--- src/shared/uesc_map.svh ---
`ifndef UESC_MAP_SVH
`define UESC_MAP_SVH

// Register byte offsets on the APB
`define UESC_OFF_HALT 12'h000
`define UESC_OFF_STAT 12'h004
`define UESC_OFF_ADDR 12'h008
`define UESC_OFF_NMASK 12'h00C
`define UESC_OFF_ACTADR 12'h010

// Endpoint count
`define UESC_NUM_EP 6

// Status and control field positions
`define UESC_BIT_NAKGLB 7
`define UESC_BIT_XFERERR 5
`define UESC_BIT_NAKSENT 4
`define UESC_BIT_EP0IN 3
`define UESC_BIT_EP0OUT 2
`define UESC_BIT_FIFOERR 1
`define UESC_BIT_DEFER 0

// Address register field positions
`define UESC_ADDR_MSB 7
`define UESC_ADDR_LSB 1
`define UESC_BIT_WAKE 0

// Reset values
`define UESC_HALT_RST 6'h00
`define UESC_NMASK_RST 6'h00
`define UESC_ADDR_RST 7'h00

`endif

--- src/shared/uesc_pkg.sv ---
package uesc_pkg;

  typedef enum logic [1:0] {
    UESC_TOK_OUT,
    UESC_TOK_IN,
    UESC_TOK_SETUP
  } uesc_tok_t;

  typedef logic [2:0] uesc_ep_t;

endpackage

--- src/rtl/uesc_engine.sv ---
// The placing of the registers and the APB register port were chosen for this implementation.
`timescale 1ns/100ps
// Operation
// - Six halt bits for endpoints 5..0 at bits 5..0; 1 means halted.
// - USB bus reset and power-on reset clear all six halt bits.
// - A SETUP token clears the endpoint 0 halt bit.
// - Halt register bits 7 and 6 read zero and ignore writes.
// - NAK interrupt only when global bit 7 set and endpoint mask bit set.
// - CRC, PID or incomplete token error sets bit 5 until firmware or a USB bus reset clears it.
// - Read-only bit 4 sets when a NAK answers an IN or OUT token.
// - Bit 3 shows whether the latest endpoint 0 token was IN.
// - Endpoint 0 FIFO access error sets bit 1; firmware clears it.
// - With update bit 0, an address write loads the active address at once.
// - With update bit 1, the address loads after host reads endpoint 0 IN data.
// - Address in bits 7..1, wake-up enable in bit 0, address resets to zero.
`include "uesc_map.svh"

module uesc_engine
  import uesc_pkg::*;
(
  input wire logic pclk,
  input wire logic presetn,
  input wire logic psel,
  input wire logic penable,
  input wire logic pwrite,
  input wire logic [11:0] paddr,
  input wire logic [31:0] pwdata,
  output logic [31:0] prdata,
  output logic pready,
  output logic pslverr,
  input wire logic sie_bus_reset,
  input wire logic sie_tok_valid,
  input wire uesc_tok_t sie_tok_pid,
  input wire uesc_ep_t sie_tok_ep,
  input wire logic sie_out_nonzero,
  input wire logic sie_crc_err,
  input wire logic sie_pid_err,
  input wire logic sie_tok_incomplete,
  input wire logic sie_nak_sent,
  input wire uesc_ep_t sie_nak_ep,
  input wire logic sie_ep0_fifo_err,
  input wire logic sie_in_acked,
  output logic stall_reply,
  output logic [5:0] ep_halted,
  output logic [6:0] active_addr,
  output logic remote_wake_en,
  output logic nak_irq
);

  localparam int NEP = `UESC_NUM_EP;

  logic [NEP-1:0] halt_ff;
  logic [NEP-1:0] nak_mask_ff;
  logic nak_glb_ff;
  logic defer_ff;
  logic xfer_err_ff;
  logic nak_sent_ff;
  logic ep0_in_ff;
  logic ep0_out_ff;
  logic fifo_err_ff;
  logic [6:0] stored_addr_ff;
  logic wake_en_ff;
  logic addr_pending_ff;
  logic [6:0] active_addr_ff;
  logic nak_irq_ff;
  logic [31:0] prdata_ff;

  logic acc;
  logic wr_acc;
  logic rd_setup;
  logic rd_acc;
  logic mapped;
  logic wr_halt;
  logic wr_stat;
  logic wr_addr;
  logic wr_nmask;
  logic rd_stat;
  logic tok_ep0;
  logic setup_ep0;
  logic tok_ep_ok;
  logic nak_ep_ok;
  logic [31:0] rd_mux;

  // Bus phase decode
  assign acc = psel && penable;
  assign wr_acc = acc && pwrite;
  assign rd_acc = acc && !pwrite;
  assign rd_setup = psel && !penable && !pwrite;

  always_comb begin
    mapped = 1'b1;
    unique case (paddr)
      `UESC_OFF_HALT: mapped = 1'b1;
      `UESC_OFF_STAT: mapped = 1'b1;
      `UESC_OFF_ADDR: mapped = 1'b1;
      `UESC_OFF_NMASK: mapped = 1'b1;
      `UESC_OFF_ACTADR: mapped = 1'b1;
      default: mapped = 1'b0;
    endcase
  end

  assign wr_halt = wr_acc && (paddr == `UESC_OFF_HALT);
  assign wr_stat = wr_acc && (paddr == `UESC_OFF_STAT);
  assign wr_addr = wr_acc && (paddr == `UESC_OFF_ADDR);
  assign wr_nmask = wr_acc && (paddr == `UESC_OFF_NMASK);
  assign rd_stat = rd_acc && (paddr == `UESC_OFF_STAT);

  // Zero wait states; unmapped words answer with an error
  assign pready = 1'b1;
  assign pslverr = acc && !mapped;
  assign prdata = prdata_ff;

  // Token decode
  assign tok_ep_ok = (sie_tok_ep < uesc_ep_t'(NEP));
  assign nak_ep_ok = (sie_nak_ep < uesc_ep_t'(NEP));
  assign tok_ep0 = sie_tok_valid && (sie_tok_ep == uesc_ep_t'(0));
  assign setup_ep0 = tok_ep0 && (sie_tok_pid == UESC_TOK_SETUP);

  // Halt bits, firmware written, cleared by bus reset
  generate
    for (genvar i = 0; i < NEP; i++) begin : g_halt
      always_ff @(posedge pclk or negedge presetn) begin
        if (!presetn) begin
          halt_ff[i] <= 1'b0;
        end else if (sie_bus_reset) begin
          halt_ff[i] <= 1'b0;
        end else if ((i == 0) && setup_ep0) begin
          halt_ff[i] <= 1'b0;
        end else if (wr_halt) begin
          halt_ff[i] <= pwdata[i];
        end
      end
    end
  endgenerate

  assign ep_halted = halt_ff;

  // STALL answer for halted endpoints; SETUP is never stalled
  always_comb begin
    stall_reply = 1'b0;
    if (sie_tok_valid && tok_ep_ok && (sie_tok_pid != UESC_TOK_SETUP)) begin
      stall_reply = halt_ff[sie_tok_ep];
    end
  end

  // Control bits of the status register and the NAK mask
  always_ff @(posedge pclk or negedge presetn) begin
    if (!presetn) begin
      nak_glb_ff <= 1'b0;
      defer_ff <= 1'b0;
    end else if (wr_stat) begin
      nak_glb_ff <= pwdata[`UESC_BIT_NAKGLB];
      defer_ff <= pwdata[`UESC_BIT_DEFER];
    end
  end

  always_ff @(posedge pclk or negedge presetn) begin
    if (!presetn) begin
      nak_mask_ff <= `UESC_NMASK_RST;
    end else if (wr_nmask) begin
      nak_mask_ff <= pwdata[NEP-1:0];
    end
  end

  // Transfer error: hardware set wins, firmware may only write 0
  always_ff @(posedge pclk or negedge presetn) begin
    if (!presetn) begin
      xfer_err_ff <= 1'b0;
    end else if (sie_crc_err || sie_pid_err || sie_tok_incomplete) begin
      xfer_err_ff <= 1'b1;
    end else if (sie_bus_reset) begin
      xfer_err_ff <= 1'b0;
    end else if (wr_stat && !pwdata[`UESC_BIT_XFERERR]) begin
      xfer_err_ff <= 1'b0;
    end
  end

  // NAK sent: read-only, cleared by a status read that saw it set
  always_ff @(posedge pclk or negedge presetn) begin
    if (!presetn) begin
      nak_sent_ff <= 1'b0;
    end else if (sie_nak_sent) begin
      nak_sent_ff <= 1'b1;
    end else if (sie_bus_reset) begin
      nak_sent_ff <= 1'b0;
    end else if (rd_stat && prdata_ff[`UESC_BIT_NAKSENT]) begin
      nak_sent_ff <= 1'b0;
    end
  end

  // Endpoint 0 IN token indication follows each endpoint 0 token
  always_ff @(posedge pclk or negedge presetn) begin
    if (!presetn) begin
      ep0_in_ff <= 1'b0;
    end else if (tok_ep0) begin
      ep0_in_ff <= (sie_tok_pid == UESC_TOK_IN);
    end else if (sie_bus_reset) begin
      ep0_in_ff <= 1'b0;
    end
  end

  // Endpoint 0 OUT data waiting; zero length OUT does not set it
  always_ff @(posedge pclk or negedge presetn) begin
    if (!presetn) begin
      ep0_out_ff <= 1'b0;
    end else if (tok_ep0 && (sie_tok_pid == UESC_TOK_OUT) && sie_out_nonzero) begin
      ep0_out_ff <= 1'b1;
    end else if (sie_bus_reset) begin
      ep0_out_ff <= 1'b0;
    end else if (wr_stat && !pwdata[`UESC_BIT_EP0OUT]) begin
      ep0_out_ff <= 1'b0;
    end
  end

  // Endpoint 0 FIFO access error
  always_ff @(posedge pclk or negedge presetn) begin
    if (!presetn) begin
      fifo_err_ff <= 1'b0;
    end else if (sie_ep0_fifo_err) begin
      fifo_err_ff <= 1'b1;
    end else if (sie_bus_reset) begin
      fifo_err_ff <= 1'b0;
    end else if (wr_stat && !pwdata[`UESC_BIT_FIFOERR]) begin
      fifo_err_ff <= 1'b0;
    end
  end

  // Gated NAK interrupt pulse
  always_ff @(posedge pclk or negedge presetn) begin
    if (!presetn) begin
      nak_irq_ff <= 1'b0;
    end else begin
      nak_irq_ff <= sie_nak_sent && nak_glb_ff && nak_ep_ok && nak_mask_ff[sie_nak_ep];
    end
  end

  assign nak_irq = nak_irq_ff;

  // Address register as firmware wrote it
  always_ff @(posedge pclk or negedge presetn) begin
    if (!presetn) begin
      stored_addr_ff <= `UESC_ADDR_RST;
      wake_en_ff <= 1'b0;
    end else if (sie_bus_reset) begin
      stored_addr_ff <= `UESC_ADDR_RST;
      wake_en_ff <= 1'b0;
    end else if (wr_addr) begin
      stored_addr_ff <= pwdata[`UESC_ADDR_MSB:`UESC_ADDR_LSB];
      wake_en_ff <= pwdata[`UESC_BIT_WAKE];
    end
  end

  assign remote_wake_en = wake_en_ff;

  // Deferred load waits for the host to accept endpoint 0 IN data
  always_ff @(posedge pclk or negedge presetn) begin
    if (!presetn) begin
      addr_pending_ff <= 1'b0;
    end else if (sie_bus_reset) begin
      addr_pending_ff <= 1'b0;
    end else if (wr_addr) begin
      addr_pending_ff <= defer_ff;
    end else if (sie_in_acked) begin
      addr_pending_ff <= 1'b0;
    end
  end

  always_ff @(posedge pclk or negedge presetn) begin
    if (!presetn) begin
      active_addr_ff <= `UESC_ADDR_RST;
    end else if (sie_bus_reset) begin
      active_addr_ff <= `UESC_ADDR_RST;
    end else if (wr_addr && !defer_ff) begin
      active_addr_ff <= pwdata[`UESC_ADDR_MSB:`UESC_ADDR_LSB];
    end else if (addr_pending_ff && sie_in_acked) begin
      active_addr_ff <= stored_addr_ff;
    end
  end

  assign active_addr = active_addr_ff;

  // Read data is captured in the setup phase
  always_comb begin
    rd_mux = 32'h0000_0000;
    unique case (paddr)
      `UESC_OFF_HALT: begin
        rd_mux[NEP-1:0] = halt_ff;
      end
      `UESC_OFF_STAT: begin
        rd_mux[`UESC_BIT_NAKGLB] = nak_glb_ff;
        rd_mux[`UESC_BIT_XFERERR] = xfer_err_ff;
        rd_mux[`UESC_BIT_NAKSENT] = nak_sent_ff;
        rd_mux[`UESC_BIT_EP0IN] = ep0_in_ff;
        rd_mux[`UESC_BIT_EP0OUT] = ep0_out_ff;
        rd_mux[`UESC_BIT_FIFOERR] = fifo_err_ff;
        rd_mux[`UESC_BIT_DEFER] = defer_ff;
      end
      `UESC_OFF_ADDR: begin
        rd_mux[`UESC_ADDR_MSB:`UESC_ADDR_LSB] = stored_addr_ff;
        rd_mux[`UESC_BIT_WAKE] = wake_en_ff;
      end
      `UESC_OFF_NMASK: begin
        rd_mux[NEP-1:0] = nak_mask_ff;
      end
      `UESC_OFF_ACTADR: begin
        rd_mux[6:0] = active_addr_ff;
      end
      default: begin
        rd_mux = 32'h0000_0000;
      end
    endcase
  end

  always_ff @(posedge pclk or negedge presetn) begin
    if (!presetn) begin
      prdata_ff <= 32'h0000_0000;
    end else if (rd_setup) begin
      prdata_ff <= rd_mux;
    end
  end

endmodule

--- config.mk ---
export PLATFORM = sky130hd
export DESIGN_NAME = uesc_engine
export DESIGN_NICKNAME = d
export VERILOG_FILES = /design/src/shared/uesc_pkg.sv /design/src/rtl/uesc_engine.sv
export VERILOG_INCLUDE_DIRS = /design/src /design/src/shared
export SDC_FILE = /design/constraint.sdc
export NUM_CORES = 1
export LEC_CHECK = 0
export BUFFER_PORTS_ARGS = -buffer_cell sky130_fd_sc_hd__buf_2
export CAP_MARGIN = 10
export CORE_ASPECT_RATIO = 0.9
export CORE_MARGIN = 2
export CORE_UTILIZATION = 45
export CTS_CLUSTER_DIAMETER = 60
export DETAILED_ROUTE_END_ITERATION = 8
export PLACE_DENSITY = 0.79
export SETUP_SLACK_MARGIN = 0.05
export SLEW_MARGIN = 20
export SYNTH_ARGS = -nofsm -noshare
export SYNTH_HDL_FRONTEND = slang
export SYNTH_SLANG_ARGS = --single-unit
export TNS_END_PERCENT = 1
--- constraint.sdc ---
create_clock -name pclk -period 1.94 [get_ports pclk]
set_input_delay 0.485 -clock pclk [delete_from_list [all_inputs] [get_ports pclk]]
set_output_delay 0.485 -clock pclk [all_outputs]
set_load 0.02 [all_outputs]
-- Word level (Yosys, flattened, before mapping)
Index checks and enable logic that the tools add are counted.
- reduce and logical (&&, ||, !) cells: 49
- equal/unequal tests: 7
- order comparisons: 4
- mux-type cells: 46
- operators with widths (cell ; count):
    two-way mux 1 bit ; 36
    two-way mux 7 bit ; 5
    one-hot mux 6 bit (5 select lines) ; 1
    logical AND 1 bit ; 26
    == test 12 x 4 -> 1 bit, second input constant ; 2
    nonzero test 3 bit ; 7
    == test 12 x 3 -> 1 bit, second input constant ; 1
    == test 12 x 5 -> 1 bit, second input constant ; 1
    zero test 12 bit ; 1
    < comparator 3 x 4 -> 1 bit, second input constant ; 2
    zero test 1 bit ; 7
    binary-select mux 1 bit (select 3 bit) ; 2
    < comparator 3 bit, second input constant ; 2
    nonzero test 2 bit ; 3
    OR reduction 5 bit ; 1
    one-hot mux 1 bit (2 select lines) ; 2
    zero test 3 bit ; 1
    == test 2 x 1 -> 1 bit, second input constant ; 1
    == test 2 bit, second input constant ; 1
    zero test 2 bit ; 1
    logical OR 1 bit ; 2
    inequality test 2 bit, second input constant ; 1
- output and inout port bits: 50
- logic and storage cells: 126
- input port bits: 66
- register bits after elaboration: 44

-- Depth between registers and ports, before layout
Gate-level depths: netlist of run 1.
- depth in word-level cells: 7
- depth in mapped cells: 6

-- Worst setup path before layout of run 1
Ideal clock, no wire load.
- path kind: input-to-output
- from: input paddr[2]
- to: output pslverr
- setup slack: 0.038 ns
- required time: 1.455 ns
- data arrival time: 1.417 ns
- cell stages on the path: 4
- path through: clkbuf_8 clkbuf_1 o21ai_0 a21oi_1
- longest elaborated chain between the ends: 5
- ends and longest elaborated chain (what ; line ; text):
    start, declared ; uesc_engine.sv:26 ; input wire logic [11:0] paddr,
    == test 12 x 3 -> 1 bit (tied with other cells) ; uesc_engine.sv:92 ; unique case (paddr)
    OR reduction 5 bit (no line) (*) ; - ;
    two-way mux 1 bit (*) ; uesc_engine.sv:92 ;
    zero test 1 bit (*) ; uesc_engine.sv:110 ; assign pslverr = acc && !mapped;
    logical AND 1 bit (*) ; uesc_engine.sv:110 ;
    end, declared ; uesc_engine.sv:30 ; output logic pslverr,
Every way passes the cells marked *; elsewhere a longest branch is shown, timed or not.

-- Worst setup path in the final report of run 1
- from: register halt_ff[5], in the netlist ep_halted[5]
- to: output stall_reply
- longest elaborated chain between the ends: 3
- ends and longest elaborated chain (what ; line ; text):
    start, declared ; uesc_engine.sv:52 ; logic [NEP-1:0] halt_ff;
    start signal, assigned by index ; uesc_engine.sv:130 ; halt_ff[i] <= pwdata[i];
    binary-select mux 1 bit (select 3 bit) ; uesc_engine.sv:142 ; stall_reply = halt_ff[sie_tok_ep];
    two-way mux 1 bit (not written as such) ; uesc_engine.sv:142 ;
    two-way mux 1 bit ; uesc_engine.sv:141 ; if (sie_tok_valid && tok_ep_ok && (sie_tok_pid != UESC_TOK_SETUP)) begin
    end, declared ; uesc_engine.sv:43 ; output logic stall_reply,
Every way passes these cells. The select of a mux whose other input is x is not followed.

==> out/results.ini, run 1 <==
[outcome]
outcome = finished with violations
violations = setup timing

[layout]
final_cell_area_mm2 = 0.00312
finalNonFillerCells = 393
nets = 388
synthToLayoutAreaGrowth_pct = 18.8
fill_cells = 507
regArea_mm2 = 0.00110
multiInputGateArea_mm2 = 0.00132
antennaDiodeCount = 0
drive_gt1_share_pct = 39.0

[power_and_ir_drop]
switching_share_pct = 27.5
clkPwrFrac_pct = 33.4
vdd_ir_drop_max_mv = 0.448
sequentialPowerShare_pct = 53.7
power_density_mw_per_mm2 = 550
p_comb_share_pct = 12.9
p_int_mw = 1.25
power.leakage_nw = 1.64
totalPowerFinal_mw = 1.72
netSwitchingPower_mw = 0.472

[timing]
max_freq_ghz = 0.496
clock_skew_ns = 0.00722
relSlewSlack_pct = 65.2
setup-tns-final_ns = -0.0765
tightest_slew_ns = 0.522
fin_crit_sh_pct = 104
timing.final.hold_violations = 0
maxSlewViolCount = 0
fin_crit_ns = 2.02
setup_slack_ns = -0.0765
setup_violations = 1
rsz0062_at_grt = yes

[logic_synthesis]
synth_area_per_cell_um2 = 10.7
ys_types = 40
netlist_instances = 246
ys_ff_latch = 44
yosys_warnings = 0
syn_area_mm2 = 0.00263
ys_seq_area_share_pct = 41.9

[cts]
cts.sinks = 44
clk_transition_reported_paths_ns = 0.09
cts_buffers = 5
cts_max_path_buffers = 2
root_buffer = clkbuf_8
insertion_delay_ns = 0.30
h-tree-depth = 2
tritoncts = built

[placement]
dp.cells = 382
dp_hpwl_mm = 5.07
portBuffers = 66
postPlaceCellArea_mm2 = 0.00300
routabilityCongestion = 0.866

[worst_setup_path]
cp.required_ns = 1.45
cp-end-kind = output port
worstPathMaxFanout = 2
start_kind = flip-flop
ff2ff_path_depth = 3
reg2reg_slack_ns = 0.60
reg2reg_to = active_addr[6]
r2r-start = defer_ff
arrival_ns = 1.53
critPathKind = reg2out
startpoint = ep_halted[5]

[global_routing]
grt_pass1_wl_mm = 10.6
grt_pass1_vias = 2086
track_usage_pct = 20.6
grt_start_max_net_pins = 24
antenna_found_initial = 0
overflow = 0

[routing]
vias = 2160
wire_per_inst_um = 16.6
ant_nets = 0
drt_iter0_markers = 139
routed_wl_mm = 6.53
drtPass1Iterations = 4
via_per_inst = 5.50
drc_errors = 0

[floorplanning]
die_x_um = 84.6
rows = 26
coreArea_mm2 = 0.00566
die_h_um = 76.5
initial_core_util_pct = 46.4
dieArea_mm2 = 0.00647
pin_count = 116

[run]
cap_violations = 0

[hold_path]
hp-class = in2async

-- what timing repair did --
action,in CTS,in global routing
hold endpoints to repair,0,0
pin swaps,1,3
gates resized for setup,1,3
buffers inserted,3,0
endpoints found under the setup margin,1,2
hold buffers,0,0
-- power by group through the flow --
| stage | combinational (mW) | sequential (mW) | clock (mW) |
|---|---|---|---|
| floorplan | 0.148 | 0.941 | 0 |
| global placement | 0.215 | 0.941 | 0 |
| detailed placement | 0.218 | 0.942 | 0 |
| CTS | 0.219 | 0.923 | 0.579 |
| global route | 0.240 | 0.924 | 0.617 |
| finish | 0.222 | 0.923 | 0.574 |
-- kinds of logic (layout without fill, tap and decap cells) --
kind of cell	after synthesis	in the layout	synth area share [%]
AO/OA/AOI/OAI	32	32	7.57
buffers and inverters	48	102	11.4
flip-flops	44	44	41.9
multiplexers	42	42	20.7
other	2	25	0.286
AND/OR/NAND/NOR	78	78	18.2
-- worst max path at each step --
| stage | slack, ns | endpoint |
|---|---|---|
| after floorplan | 0.12 | pslverr |
| after global placement | 0.04 | stall_reply |
| after detailed placement | 0.02 | stall_reply |
| after CTS | -0.09 | stall_reply |
| after global routing | -0.15 | stall_reply |
| final | -0.08 | stall_reply |
-- cell usage in the layout (no fill, tap or decap), types with 6 or more instances in the layout --
| cell | count |
|---|---|
| a21oi_1 | 9 |
| a41oi_1 | 6 |
| buf_2 | 62 |
| buf_4 | 18 |
| conb_1 | 25 |
| dfrtp_1 | 44 |
| inv_1 | 11 |
| mux2_2 | 14 |
| mux2i_1 | 19 |
| mux4_2 | 8 |
| nand2_1 | 7 |
| nor2_1 | 22 |
| nor2b_1 | 8 |
| nor3_1 | 9 |
| nor4_1 | 8 |
| o21ai_0 | 10 |
-- through the flow --
step	hold slack, ns	worst slack (ns)	utilization (%)
3_3_place_gp	0.486	0.0375	52.9
3_5_place_dp	0.491	0.0171	52.9
6_report	0.144	-0.0765	55.2
2_1_floorplan	0.189	0.121	-
5_1_grt	0.174	-0.151	55.2
4_1_cts	0.163	-0.0911	54.9
-- layout make-up --
| cell class | instances | area share [%] |
|---|---|---|
| multi-input combinational | 177 | 42.2 |
| sequential | 44 | 35.2 |
| timing repair buffer | 83 | 15.6 |
| tap | 70 | 2.80 |
| clock buffer | 5 | 2.20 |
| inverter | 11 | 1.32 |
| clock inverter | 3 | 0.601 |
-- sequential cells by signal (all words and copies together) (netlist names), 6 cells and up --
name	count
ep_halted	6
active_addr	7
prdata	8
stored_addr_ff	7
nak_mask_ff	6
-- worst max-delay path, cell delays in order, from the launching register on --
cell,delay [ns]
dfrtp_1,0.41
mux4_2,0.48
mux2i_1,0.14
nor2_1,0.05
buf_4,0.15
-- Yosys cell counts, drive strengths merged --
cell type	number	area, µm²
conb	2	7.51
clkbuf	8	43.8
a311oi	1	8.76
a21oi	10	50.1
nand2	7	26.3
buf	29	214
mux2	15	173
nor3	10	55.1
o22ai	1	6.26
nor3b	2	20.0
mux2i	19	190
and4b	1	11.3
and4	2	20.0
o21ai	10	50.1
a41oi	6	52.6
nand2b	2	15.0
nor2b	8	50.1
nor4b	3	26.3
nand4	7	65.1
inv	11	41.3
dfrtp	44	1100
a31o	1	8.76
o211ai	3	22.5
nor4	9	71.3
mux4	8	180
nand3b	2	15.0
nor2	22	82.6
nand3	2	10.0
and3	1	11.3
-- layer usage --
layer | GRT usage [%] | routed length (µm)
met3 | 4.01 | 471
met5 | 0 | 0
met1 | 27.8 | 2820
met2 | 34.3 | 3170
met4 | 5.08 | 70
Note: power is estimated with default switching activity, not from simulation.
==> inputs of run 2 (changes only) <==
Settings changed: PLACE_DENSITY 0.79 to 0.89.
==> run 2 against run 1 <==
Effect of this change:
- via count is 1.3% higher
- critical endpoint unchanged
- flip-flop and latch count unchanged
- sequential power about the same
- register-to-register slack worse by 0.04 ns
- the flow still finishes with violations (setup timing)
- global-route usage increased by 0.87 points
- first-iteration DRC count is 23% higher
- die area unchanged
- critical path depth unchanged
==> out/results.ini, run 2 (synthesized netlist as in run 1, its figures left out) <==
[outcome]
outcome = finished with violations
violations = setup timing

[timing]
setup_slack_ns = -0.184
timing.final.hold_violations = 0
setup_violations = 1
rsz0062_at_grt = yes
max_freq_ghz = 0.471
clock_skew_ns = 0.00779
tightest_slew_ns = 0.611
fin_crit_ns = 2.12
maxSlewViolCount = 0
setup-tns-final_ns = -0.184
fin_crit_sh_pct = 110
relSlewSlack_pct = 58.7

[routing]
ant_nets = 0
drt_iter0_markers = 171
wire_per_inst_um = 17.0
drt-met1-wl_mm = 2.62
wl_met3_um = 559
vias = 2188
via_per_inst = 5.58
routed_wl_mm = 6.66
route.top_layer_used = met4
drtPass1Iterations = 4
met2_length_mm = 3.34
drc_errors = 0

[cts]
insertion_delay_ns = 0.31
cts_buffers = 5
ctsHoldBuffers = 0
cts.sinks = 44
tritoncts = built
h-tree-depth = 2
clk_transition_reported_paths_ns = 0.08
cts_max_path_buffers = 2
root_buffer = clkbuf_8

[worst_setup_path]
startpoint = ep_halted[4]
critPathKind = reg2out
start_kind = flip-flop
cp.required_ns = 1.45
worstPathMaxFanout = 2
r2r-start = defer_ff
cp-end-kind = output port
arrival_ns = 1.64

[layout]
antennaDiodeCount = 0
multiInputGateArea_mm2 = 0.00132
final_cell_area_mm2 = 0.00312
drive_gt1_share_pct = 39.1
regArea_mm2 = 0.00110
most-common-layout-cells = buf_2 (63), dfrtp_1 (44), conb_1 (25)
nets = 387
largest_reg_flops = 8
synthToLayoutAreaGrowth_pct = 18.8
fill_cells = 487
layout_commonest_cell = buf_2

[global_routing]
grt_pass1_vias = 2268
track_usage_pct = 21.5
antenna_found_initial = 0
grt_start_max_net_pins = 25
grt_pass1_wl_mm = 10.9
overflow = 0

[floorplanning]
die_x_um = 84.6
coreArea_mm2 = 0.00566
die_h_um = 76.5
initial_core_util_pct = 46.4
dieArea_mm2 = 0.00647
pin_count = 116
rows = 26

[power_and_ir_drop]
power.leakage_nw = 1.63
power_density_mw_per_mm2 = 557
vdd_ir_drop_max_mv = 0.362

[placement]
portBuffers = 66
routabilityCongestion = 0.900
dp_hpwl_mm = 5.07
postPlaceCellArea_mm2 = 0.00300

[hold_path]
hp-class = in2async

[run]
cap_violations = 0

[run 2: repair_timing]
action / in CTS / in global routing
setup buffers: 2 / 0
gates resized for setup: 1 / 4
endpoints found under the hold margin: 0 / 0
pin swaps: 1 / 3
endpoints found under the setup margin: 1 / 2
[run 2: routing by layer]
| metal | GRT usage [%] | vias up |
|---|---|---|
| met5 | 0 | - |
| met4 | 9.21 | 0 |
| met3 | 5.09 | 18 |
| met2 | 36.6 | 119 |
| met1 | 25.9 | 1054 |
| li1 | - | 997 |
[run 2: where the power goes]
part	switching [mW]	internal, mW
Sequential	0.00292	0.921
Combinational	0.146	0.0742
Clock	0.311	0.284
[run 2: area by class of cell]
class / instances / share of cell area (%)
Clock buffer: 6 / 2.64
Multi-Input combinational cell: 177 / 42.3
Sequential cell: 44 / 35.3
Inverter: 11 / 1.32
Tap cell: 70 / 2.80
Timing Repair Buffer: 82 / 15.3
Clock inverter: 2 / 0.321
[run 2: critical path: stages, from the launching register on]
cell,delay (ns)
dfrtp_1,0.41
mux4_2,0.49
mux2i_2,0.18
nor2_1,0.08
buf_4,0.16
[run 2: stage by stage]
| step | cells | setup slack [ns] | hold slack, ns | utilization, % | total power, mW |
|---|---|---|---|---|---|
| 5_1_grt | 392 | -0.203 | 0.188 | 55.2 | 1.80 |
| 6_report | 392 | -0.184 | 0.153 | 55.2 | 1.74 |
| 3_3_place_gp | 382 | 0.0499 | 0.494 | 52.9 | 1.15 |
| 3_5_place_dp | 382 | -0.0497 | 0.497 | 52.9 | 1.16 |
| 4_1_cts | 392 | -0.125 | 0.171 | 54.9 | 1.73 |
| 2_1_floorplan | 269 | 0.121 | 0.189 | - | 1.09 |
[run 2: worst paths after layout]
check / cells after the start / end / slack [ns]
min in group pclk: 3 / xfer_err_ff / 0.36
worst min-delay path: 1 / ep_halted[2] / 0.15
worst max-delay path: 4 / stall_reply / -0.18
worst max register to register: 3 / active_addr[0] / 0.56
worst min register to register: 1 / nak_mask_ff[4] / 0.54
max in group asynchronous: 2 / nak_sent_ff / 1.29
==> inputs of run 3 (changes only) <==
Settings changed: SETUP_SLACK_MARGIN 0.05 to unset, SKIP_LAST_GASP set to 1.
==> run 3 against run 2 <==
Effect of this change:
- the flow still finishes with violations (setup timing)
- sequential share of layout area grew 0.18 points
- critical path depth is the same
- total power grew 0.76%
- clock power grew 3%
- clock skew shrank 0.0039 ns
- worst setup slack gained 0.11 ns
- highest routed layer unchanged
==> out/results.ini, run 3 (synthesized netlist as in run 1, its figures left out) <==
[placement]
dp_hpwl_mm = 5.11
dp.cells = 380
portBuffers = 66
routabilityCongestion = 0.898

[timing]
rsz0062_at_grt = yes
tightest_slew_ns = 0.588
clock_skew_ns = 0.00391
relSlewSlack_pct = 60.3
setup_slack_ns = -0.0781
maxSlewViolCount = 0
fin_crit_sh_pct = 104
timing.final.hold_violations = 0
fin_crit_ns = 2.02
setup_violations = 1
max_freq_ghz = 0.496

[routing]
drtPass1Iterations = 4
vias = 2211
drt-met1-wl_mm = 2.73
met2_length_mm = 3.63
drt_iter0_markers = 201
drc_errors = 0
via_per_inst = 5.65
ant_nets = 0
route.top_layer_used = met4
wire_per_inst_um = 18.0
routed_wl_mm = 7.05
wl_met3_um = 559

[power_and_ir_drop]
power_density_mw_per_mm2 = 564
vdd_ir_drop_max_mv = 0.293
power.leakage_nw = 1.63

[floorplanning]
die_x_um = 84.6
pin_count = 116
dieArea_mm2 = 0.00647
die_h_um = 76.5
coreArea_mm2 = 0.00566
initial_core_util_pct = 46.4
rows = 26

[layout]
finalNonFillerCells = 391
most-common-layout-cells = buf_2 (65), dfrtp_1 (44), conb_1 (25)
synthToLayoutAreaGrowth_pct = 18.2
antennaDiodeCount = 0
largest_reg_flops = 8
postLayoutCoreUtil_pct = 54.9
layout_commonest_cell = buf_2
drive_gt1_share_pct = 38.3
nets = 387

[worst_setup_path]
start_kind = flip-flop
cp.required_ns = 1.45
critPathKind = reg2out
cp-end-kind = output port
arrival_ns = 1.53
worstPathMaxFanout = 2

[cts]
h-tree-depth = 2
root_buffer = clkbuf_8
cts_max_path_buffers = 2
tritoncts = built
insertion_delay_ns = 0.30
ctsHoldBuffers = 0
cts.sinks = 44
clk_transition_reported_paths_ns = 0.07
cts_buffers = 5

[global_routing]
grt_pass1_vias = 2238
overflow = 0
grt_start_max_net_pins = 24
grt_pass1_wl_mm = 11.2
track_usage_pct = 22.1
antenna_found_initial = 0

[outcome]
outcome = finished with violations
violations = setup timing

[run]
cap_violations = 0

[hold_path]
hp-class = in2async

## run 3: area by class of cell
| class | count | area [µm²] |
|---|---|---|
| repair buffers | 82 | 465 |
| multi-input cells | 177 | 1320 |
| well taps | 70 | 87.6 |
| inverters | 11 | 41.3 |
| flip-flops and latches | 44 | 1100 |
| fillers | 516 | 2550 |
| clock buffers | 7 | 96.3 |
## run 3: where the power goes
| part | total (mW) | leakage (nW) | internal, mW | switching [mW] |
|---|---|---|---|---|
| combinational | 0.217 | 0.975 | 0.0701 | 0.147 |
| clock | 0.610 | 0.0503 | 0.317 | 0.293 |
| sequential | 0.925 | 0.604 | 0.921 | 0.00373 |
| total | 1.75 | 1.63 | 1.31 | 0.444 |
## run 3: what timing repair did
| item | in CTS | in global routing |
|---|---|---|
| pin swaps | 1 | 0 |
| setup endpoints to repair | 1 | 2 |
| gates resized for setup | 1 | 0 |
| setup buffers | 4 | 0 |
## run 3: worst paths after layout
kind / startpoint / endpoint / slack [ns] / cells past startpoint
max reg2reg: defer_ff / active_addr[4] / 0.47 / 3
min: presetn / nak_mask_ff[2] / 0.16 / 1
max in group asynchronous: presetn / ep_halted[4] / 1.28 / 2
min reg2reg: prdata[6] / prdata[6] / 0.53 / 2
max: ep_halted[5] / stall_reply / -0.08 / 4
min in group pclk: sie_tok_incomplete / xfer_err_ff / 0.37 / 3
## run 3: layer usage
layer	track usage, %	up-vias
met2	37.0	121
met4	8.10	0
met1	27.4	1077
li1	-	996
met3	5.85	17
met5	0	-
## run 3: critical path, stage by stage (launching register included)
cell,delay (ns)
dfrtp_1,0.41
mux4_2,0.48
mux2i_1,0.14
nor2_1,0.06
buf_4,0.15
## run 3: metrics by stage
step                instance area [µm²]  total power, mW  setup TNS (ns)  hold slack, ns  worst slack (ns)
floorplan                          2720             1.09               0           0.189            0.0385
global placement                   2980             1.15               0           0.482            0.0257
detailed placement                 2980             1.16        -0.00473           0.486          -0.00473
CTS                                3110             1.76         -0.0778           0.167           -0.0778
global route                       3110             1.81         -0.0918           0.199           -0.0889
finish                             3110             1.75         -0.0781           0.159           -0.0781
